==> config.mk <==
export PLATFORM = sky130hd
export DESIGN_NAME = pacc_top
export DESIGN_NICKNAME = d
export VERILOG_FILES = /design/src/pkg/pacc_pkg.sv /design/src/hdl/pacc_top.sv
export VERILOG_INCLUDE_DIRS = /design/src /design/src/pkg
export SDC_FILE = /design/constraint.sdc
export NUM_CORES = 1
export LEC_CHECK = 0
export BUFFER_PORTS_ARGS = -buffer_cell sky130_fd_sc_hd__clkbuf_2
export CORE_MARGIN = 2
export CORE_UTILIZATION = 45
export CTS_BUF_LIST = sky130_fd_sc_hd__clkbuf_8
export DETAILED_ROUTE_END_ITERATION = 12
export MAX_ROUTING_LAYER = met4
export PLACE_DENSITY = 0.71
export SYNTH_ARGS = -nofsm -noshare
export SYNTH_HDL_FRONTEND = slang
export SYNTH_SLANG_ARGS = --single-unit
==> constraint.sdc <==
create_clock -name clock -period 1.6 [get_ports clock]
set_clock_uncertainty 0.15 [all_clocks]
set_input_delay 0.08 -clock clock [delete_from_list [all_inputs] [get_ports clock]]
set_output_delay 0.08 -clock clock [all_outputs]
set_load 0.02 [all_outputs]
==> src/pkg/pacc_params.svh <==
`ifndef PACC_PARAMS_SVH
`define PACC_PARAMS_SVH

`define PACC_CLK_PERIOD_NS 10
`define PACC_CODE_W 10
`define PACC_LATENCY 5
`define PACC_POWERUP_CYCLES 20
`define PACC_VALID_AGE 25
`define PACC_MID_CODE 10'h200
`define PACC_MAX_CODE 10'h3ff
`define PACC_MIN_CODE 10'h000

`define PACC_REG_CTRL 2'h0
`define PACC_REG_STATUS 2'h1
`define PACC_REG_DATA 2'h2
`define PACC_REG_SAMPLES 2'h3

`define PACC_CTRL_CONV 0
`define PACC_CTRL_REF 1
`define PACC_CTRL_CM 2
`define PACC_CTRL_BIAS 3
`define PACC_CTRL_RESET 4'he

`define PACC_STAT_MODE_LSB 0
`define PACC_STAT_VALID 4
`define PACC_STAT_WAKING 5
`define PACC_STAT_COUNT_LSB 8
`define PACC_STAT_DGT 16
`define PACC_STAT_FLASH 17
`endif

==> src/pkg/pacc_pkg.sv <==
`default_nettype none
package pacc_pkg;
	typedef enum logic [2:0] {
		PACC_MODE_OFF,
		PACC_MODE_1,
		PACC_MODE_2,
		PACC_MODE_3,
		PACC_MODE_4,
		PACC_MODE_5,
		PACC_MODE_6,
		PACC_MODE_BAD
	} pacc_mode_e;
	typedef enum logic [1:0] {
		PACC_PWR_DOWN,
		PACC_PWR_WAKE,
		PACC_PWR_RUN
	} pacc_pwr_e;
	typedef logic [9:0] pacc_code_t;
	typedef logic [31:0] pacc_word_t;
endpackage
`default_nettype wire

==> src/hdl/pacc_top.sv <==
`timescale 1ns/10ps
`default_nettype none
`include "pacc_params.svh"
module pacc_top (
	// System
	input wire logic clock,
	input wire logic reset,
	// Avalon-MM slave
	input wire logic [3:0] avs_address,
	input wire logic avs_read,
	input wire logic avs_write,
	input wire logic [31:0] avs_writedata,
	input wire logic [3:0] avs_byteenable,
	output pacc_pkg::pacc_word_t avs_readdata,
	output logic avs_waitrequest,
	// Digitised input difference in LSB units
	input wire logic signed [10:0] analog_level,
	// Test selects
	input wire logic digital_test_select,
	input wire logic flash_test_select,
	// Analog section controls
	output logic converter_powered,
	output logic ref_internal,
	output logic cm_buffer_on,
	output logic bias_internal,
	// Result stream
	output pacc_pkg::pacc_code_t result_code,
	output logic result_valid,
	output pacc_pkg::pacc_mode_e op_mode
);
	import pacc_pkg::*;

	// Mode from the four enables
	function automatic pacc_mode_e decode_mode(input logic [3:0] c);
		pacc_mode_e m;
		m = PACC_MODE_BAD;
		if (!c[`PACC_CTRL_CONV]) begin
			m = PACC_MODE_OFF;
		end else begin
			case ({c[`PACC_CTRL_REF], c[`PACC_CTRL_CM], c[`PACC_CTRL_BIAS]})
				3'h7: m = PACC_MODE_1;
				3'h5: m = PACC_MODE_2;
				3'h1: m = PACC_MODE_3;
				3'h6: m = PACC_MODE_4;
				3'h4: m = PACC_MODE_5;
				3'h0: m = PACC_MODE_6;
				default: m = PACC_MODE_BAD;
			endcase
		end
		return m;
	endfunction

	// Saturating offset binary conversion
	function automatic pacc_code_t to_code(input logic signed [10:0] lvl);
		logic signed [11:0] biased;
		pacc_code_t c;
		biased = $signed({lvl[10], lvl}) + 12'sh200;
		if (biased < 12'sh000) begin
			c = `PACC_MIN_CODE;
		end else if (biased > 12'sh3ff) begin
			c = `PACC_MAX_CODE;
		end else begin
			c = biased[9:0];
		end
		return c;
	endfunction

	logic [3:0] ctrl_reg;
	logic wait_reg;
	pacc_word_t readdata_reg;
	pacc_mode_e mode_now;
	logic active;
	pacc_code_t sample_now;
	pacc_pwr_e pwr_reg;
	pacc_pwr_e pwr_next;
	logic [4:0] wake_count_reg;
	logic [31:0] sample_count_reg;
	pacc_code_t stage_reg [`PACC_LATENCY];
	logic stage_valid_reg [`PACC_LATENCY];
	logic [5:0] age_reg;

	assign mode_now = decode_mode(ctrl_reg);
	assign active = (mode_now != PACC_MODE_OFF) && (mode_now != PACC_MODE_BAD);
	assign sample_now = to_code(analog_level);

	// Bus handshake, one wait cycle per access
	always_ff @(posedge clock) begin
		if (reset) begin
			wait_reg <= 1'b1;
		end else if ((avs_read || avs_write) && wait_reg) begin
			wait_reg <= 1'b0;
		end else begin
			wait_reg <= 1'b1;
		end
	end

	// Read data captured while waiting
	always_ff @(posedge clock) begin
		if (reset) begin
			readdata_reg <= 32'h0000_0000;
		end else if (avs_read && wait_reg) begin
			readdata_reg <= 32'h0000_0000;
			case (avs_address[3:2])
				`PACC_REG_CTRL: begin
					readdata_reg[3:0] <= ctrl_reg;
				end
				`PACC_REG_STATUS: begin
					readdata_reg[`PACC_STAT_MODE_LSB +: 3] <= mode_now;
					readdata_reg[`PACC_STAT_VALID] <= result_valid;
					readdata_reg[`PACC_STAT_WAKING] <= (pwr_reg == PACC_PWR_WAKE);
					readdata_reg[`PACC_STAT_COUNT_LSB +: 5] <= wake_count_reg;
					readdata_reg[`PACC_STAT_DGT] <= digital_test_select;
					readdata_reg[`PACC_STAT_FLASH] <= flash_test_select;
				end
				`PACC_REG_DATA: begin
					readdata_reg[9:0] <= result_code;
				end
				`PACC_REG_SAMPLES: begin
					readdata_reg <= sample_count_reg;
				end
				default: begin
					readdata_reg <= 32'h0000_0000;
				end
			endcase
		end
	end

	// Control register write
	always_ff @(posedge clock) begin
		if (reset) begin
			ctrl_reg <= `PACC_CTRL_RESET;
		end else if (avs_write && !wait_reg && avs_byteenable[0]
			&& (avs_address[3:2] == `PACC_REG_CTRL)) begin
			ctrl_reg <= avs_writedata[3:0];
		end
	end

	// Analog section controls and mode
	always_ff @(posedge clock) begin
		if (reset) begin
			converter_powered <= 1'b0;
			ref_internal <= 1'b0;
			cm_buffer_on <= 1'b0;
			bias_internal <= 1'b0;
			op_mode <= PACC_MODE_OFF;
		end else begin
			converter_powered <= active;
			ref_internal <= active && ctrl_reg[`PACC_CTRL_REF];
			cm_buffer_on <= active && ctrl_reg[`PACC_CTRL_CM];
			bias_internal <= active && ctrl_reg[`PACC_CTRL_BIAS];
			op_mode <= mode_now;
		end
	end

	// Power state next value
	always_comb begin
		pwr_next = pwr_reg;
		case (pwr_reg)
			PACC_PWR_DOWN: begin
				if (active) begin
					pwr_next = PACC_PWR_WAKE;
				end
			end
			PACC_PWR_WAKE: begin
				if (!active) begin
					pwr_next = PACC_PWR_DOWN;
				end else if (wake_count_reg == 5'(`PACC_POWERUP_CYCLES - 1)) begin
					pwr_next = PACC_PWR_RUN;
				end
			end
			PACC_PWR_RUN: begin
				if (!active) begin
					pwr_next = PACC_PWR_DOWN;
				end
			end
			default: begin
				pwr_next = PACC_PWR_DOWN;
			end
		endcase
	end

	// Power state on the conversion edge
	always_ff @(negedge clock) begin
		if (reset) begin
			pwr_reg <= PACC_PWR_DOWN;
		end else begin
			pwr_reg <= pwr_next;
		end
	end

	// Wake delay counter
	always_ff @(negedge clock) begin
		if (reset || (pwr_reg != PACC_PWR_WAKE) || !active) begin
			wake_count_reg <= 5'h00;
		end else begin
			wake_count_reg <= wake_count_reg + 5'h01;
		end
	end

	// Sample counter
	always_ff @(negedge clock) begin
		if (reset) begin
			sample_count_reg <= 32'h0000_0000;
		end else if (active) begin
			sample_count_reg <= sample_count_reg + 32'h0000_0001;
		end
	end

	// Pipeline input stage
	always_ff @(negedge clock) begin
		stage_reg[0] <= sample_now;
	end

	always_ff @(negedge clock) begin
		if (reset || !active) begin
			stage_valid_reg[0] <= 1'b0;
		end else begin
			stage_valid_reg[0] <= (pwr_reg == PACC_PWR_RUN);
		end
	end

	// Pipeline delay stages
	genvar gi;
	generate
		for (gi = 1; gi < `PACC_LATENCY; gi++) begin : g_stage
			always_ff @(negedge clock) begin
				stage_reg[gi] <= stage_reg[gi - 1];
			end
			always_ff @(negedge clock) begin
				if (reset || !active) begin
					stage_valid_reg[gi] <= 1'b0;
				end else begin
					stage_valid_reg[gi] <= stage_valid_reg[gi - 1];
				end
			end
		end
	endgenerate

	// Output register
	always_ff @(negedge clock) begin
		if (reset) begin
			result_code <= `PACC_MID_CODE;
		end else begin
			result_code <= stage_reg[`PACC_LATENCY - 1];
		end
	end

	always_ff @(negedge clock) begin
		if (reset || !active) begin
			result_valid <= 1'b0;
		end else begin
			result_valid <= stage_valid_reg[`PACC_LATENCY - 1];
		end
	end

	assign avs_waitrequest = wait_reg;
	assign avs_readdata = readdata_reg;

	// Edges since wake, for checking
	always_ff @(negedge clock) begin
		if (reset || !active) begin
			age_reg <= 6'h00;
		end else if (age_reg != 6'h3f) begin
			age_reg <= age_reg + 6'h01;
		end
	end
endmodule // pacc_top
`default_nettype wire

## After elaboration in Yosys (flattened, before gate mapping)

Memories as Yosys holds them, arrays and structs flattened. A register that Yosys moved wholly into a read port is not among the register bits.
Cells that the tools add are included.

| operators by class | value |
|---|---|
| shift operators | 0 |
| add/subtract/negate cells | 3 |
| divide/modulo/power cells | 0 |
| bitwise operators | 5 |
| multipliers | 0 |
| mux-type cells | 27 |
| order comparisons | 2 |
| reduce and logical (&&, ||, !) cells | 20 |
| eq/ne operators | 16 |

Operators by type and width:

| operator | count |
|---|---|
| $add 32x1->32 const B | 1 |
| $mux 10 | 2 |
| $pmux 2 s3 | 3 |
| $pmux 3 s6 | 1 |
| $mux 14 | 1 |
| $add 11x11->12 const B | 1 |
| $eq 3x3->1 const B | 4 |
| $gt 12x11->1 const B | 1 |
| $lt 12x1->1 const B | 1 |
| $pmux 3 s4 | 1 |
| $logic_and 1x1->1 | 9 |
| $mux 1 | 9 |
| $mux 2 | 4 |
| $pmux 2 s2 | 2 |
| $eq 2x2->1 const B | 3 |
| $mux 3 | 2 |
| $pmux 3 s2 | 1 |
| $add 5x1->5 const B | 1 |
| $eq 5x5->1 const B | 1 |
| $or 1x1->1 | 5 |
| $eq 2x1->1 const B | 2 |
| $logic_not 2->1 | 2 |
| $logic_or 1x1->1 | 4 |
| $ne 2x2->1 const B | 2 |
| 9 further kinds | 10 |

| word-level totals | value |
|---|---|
| input bits | 57 |
| output and inout bits | 51 |
| word-level logic and storage cells | 86 |
| latch bits | 0 |
| memories | 2 |
| register bits after elaboration | 83 |
| memory bits (writable) | 55 |
| memory bits (read-only) | 0 |

Memory list:

| name | words | width | read ports | clocked after memory_dff | write ports | RTL line | source |
|---|---|---|---|---|---|---|---|
| stage_reg | 5 | 10 | 5 | 1 | 5 | pacc_top.sv:78 | `` pacc_code_t stage_reg [`PACC_LATENCY]; `` |
| stage_valid_reg | 5 | 1 | 5 | 1 | 5 | pacc_top.sv:79 | `` logic stage_valid_reg [`PACC_LATENCY]; `` |

## Longest topological paths before layout

| logic depth | value |
|---|---|
| word-level depth | 10 |
| depth in mapped cells | 8 |
| depth with buffers taken out | 5 |

==> impl_metrics.json <==
{
  "status": "complete, but fails checks",
  "violations": "negative setup slack",
  "synth_cells": 491,
  "start_util": 0.462,
  "required_ps": 980,
  "synth.area.top_cells": "dfxtp_1 (60%), nor2_1 (5.3%), xor2_1 (3.8%)",
  "yosys.area.top_type": "dfxtp_1",
  "synth_cell_types": 41,
  "cts_tree": "done",
  "critPathMaxFanout": 7,
  "layout_setup_ws_ps": -911,
  "power.leakage_nw": 3.88,
  "dieWidth_um": 110,
  "drt-vias-per-instance": 5.13,
  "drv_slew": 0,
  "cts_buffer_depth": 2,
  "grt_antenna_before_repair": 0,
  "drt-initial-drc-count": 283,
  "crit_slowest_cell": "dfxtp_2",
  "portBuffers": 74,
  "die_y_um": 110,
  "synthArstFlopShare": 0,
  "tightestPinTransition_ps": 424,
  "crit_chain": "nor2b_4 > buf_4 > buf_6 > nor3_4 > buf_6 > and3_4 > xnor2_2 > nor2_1",
  "fp-row-count": 38,
  "first_global_vias": 4748,
  "synth.top_cell.area_share": 0.595,
  "synth_edf_count": 0,
  "setup_viol": 74,
  "hold_violations": 0,
  "netlist_area_um2": 5010,
  "hold_path_class": "input port to flip-flop",
  "largest_reg_flops": 50,
  "vdd_drop_max_mv": 1.31,
  "clk_latency_ps": 480,
  "yosysWarningCount": 0,
  "grt_pass1_wl_mm": 21.4,
  "cp_common_cell": "buf_6",
  "dr.pass1.iters": 5,
  "gp_congestion": 0.900,
  "tns_ps": -43600,
  "arrival_ps": 1890,
  "synth_common_cells": "dfxtp_1 (149), nor2_1 (71), a21oi_1 (23), nand2_1 (23)",
  "path_clk_slew_ps": 120,
  "synth_seq_cells": 149,
  "antennaDiodeCount": 0,
  "endpoint_kind": "flip-flop",
  "relSlewSlack": 0.716,
  "wl_per_cell_um": 15.2,
  "clock-sinks": 149,
  "dieArea_um2": 12000,
  "nNetsFinal": 842,
  "fin_util": 0.734,
  "layout-drive-gt1-share": 0.409,
  "cpPeakStageDelay_ps": 340,
  "grt_max_degree": 65,
  "syn-mean-instance-area_um2": 10.2,
  "synth_nets": 551,
  "vias": 4794,
  "rsz0062_at_grt": "yes",
  "drt_wl_total_mm": 14.2,
  "ios": 108,
  "core_um2": 10800,
  "grt_usage": 0.238,
  "synth_top_flop_cell": "dfxtp_1",
  "synth-seq-area-share": 0.595,
  "cts_made_buffers": 17,
  "root_buffer": "clkbuf_8",
  "p_per_area_nw_per_um2": 1100,
  "ctsHtreeMaxLevel": 4,
  "synth.most_common_cell": "dfxtp_1",
  "areaGrowthSynthToFinish_pct": 58.9,
  "maxCapViolCount": 0,
  "antenna_left": 0,
  "critical_path_class": "flip-flop to flip-flop",
  "post-route-drc-count": 0,
  "dp_hpwl_mm": 8.07,
  "startpoint_type": "flip-flop",
  "overflow": 0
}
==> repair_timing <==
item,CTS,global route
hold buffers,14,0
pin swaps,40,50
setup endpoints to repair,77,90
setup buffers,9,12
endpoints found under the hold margin,17,0
gates resized for setup,94,54
==> metrics by stage <==
stage	power, W	hold WS (ps)	setup slack, ps	area [µm²]	instances
6_report	0.00877	44.8	-911	7960	935
3_5_place_dp	0.00482	159	-882	6270	767
3_3_place_gp	0.00481	160	-814	6270	767
2_1_floorplan	0.00463	45.9	-929	5170	491
4_1_cts	0.00880	29.0	-841	7710	925
5_1_grt	0.00931	55.7	-998	7960	935
==> worst paths after layout <==
path,slack (ps),depth (start not counted),start,to
min,40,6,reset,converter_powered$_SDFF_PP0_
min reg2reg,160,0,stage_reg[0][1]$_SDFF_NN0_,stage_reg[1][1]$_DFF_N_
max reg2reg,-910,8,ctrl_reg[2]$_SDFFE_PP1P_,sample_count_reg[5]$_SDFFE_NP0P_
max,-910,8,ctrl_reg[2]$_SDFFE_PP1P_,sample_count_reg[5]$_SDFFE_NP0P_
==> layout by cell type (no fill, tap or decap), types with 17 or more instances in the layout <==
cell type	n
clkbuf_8	17
clkbuf_2	63
dfxtp_2	32
buf_6	27
xor2_1	22
nand2_1	18
inv_1	120
dfxtp_1	112
a21oi_1	20
buf_4	75
nor2_1	68
==> cell families after synthesis <==
family | Yosys count | synth area share
muxes | 19 | 0.0402
xor gates and xnor gates | 30 | 0.0524
buffers and inverters | 43 | 0.0342
adders and majority gates | 3 | 0.00749
DFF | 149 | 0.595
and+or+nand+nor | 181 | 0.185
AOI/OAI and AO/OA | 66 | 0.0851
==> critical path: cells and delay by family (launching register included) <==
| kind | cells | cell delay, ps |
|---|---|---|
| xor gates and xnor gates | 1 | 100 |
| DFF | 1 | 340 |
| and+or+nand+nor | 4 | 570 |
| buffers and inverters | 3 | 420 |
==> where the power goes <==
part	switching [W]	internal, W
Sequential	0.0000606	0.00389
Clock	0.00262	0.00166
Combinational	0.000271	0.000266
==> cell type report <==
cell class / count / area (µm²)
inverters: 17 / 71.3
repair buffers: 193 / 1550
fillers: 682 / 2880
clock inverters: 120 / 617
flip-flops and latches: 149 / 3040
well taps: 140 / 175
multi-input cells: 299 / 2270
clock buffers: 17 / 234
==> per-layer routing <==
| metal | up-vias | routed length [µm] | GRT usage |
|---|---|---|---|
| li1 | 2264 | - | - |
| met1 | 2269 | 5360 | 0.250 |
| met2 | 206 | 7340 | 0.412 |
| met3 | 55 | 945 | 0.0753 |
| met4 | 0 | 529 | 0.0986 |
| met5 | - | 0 | - |
Power figures use the tool's default switching activity.
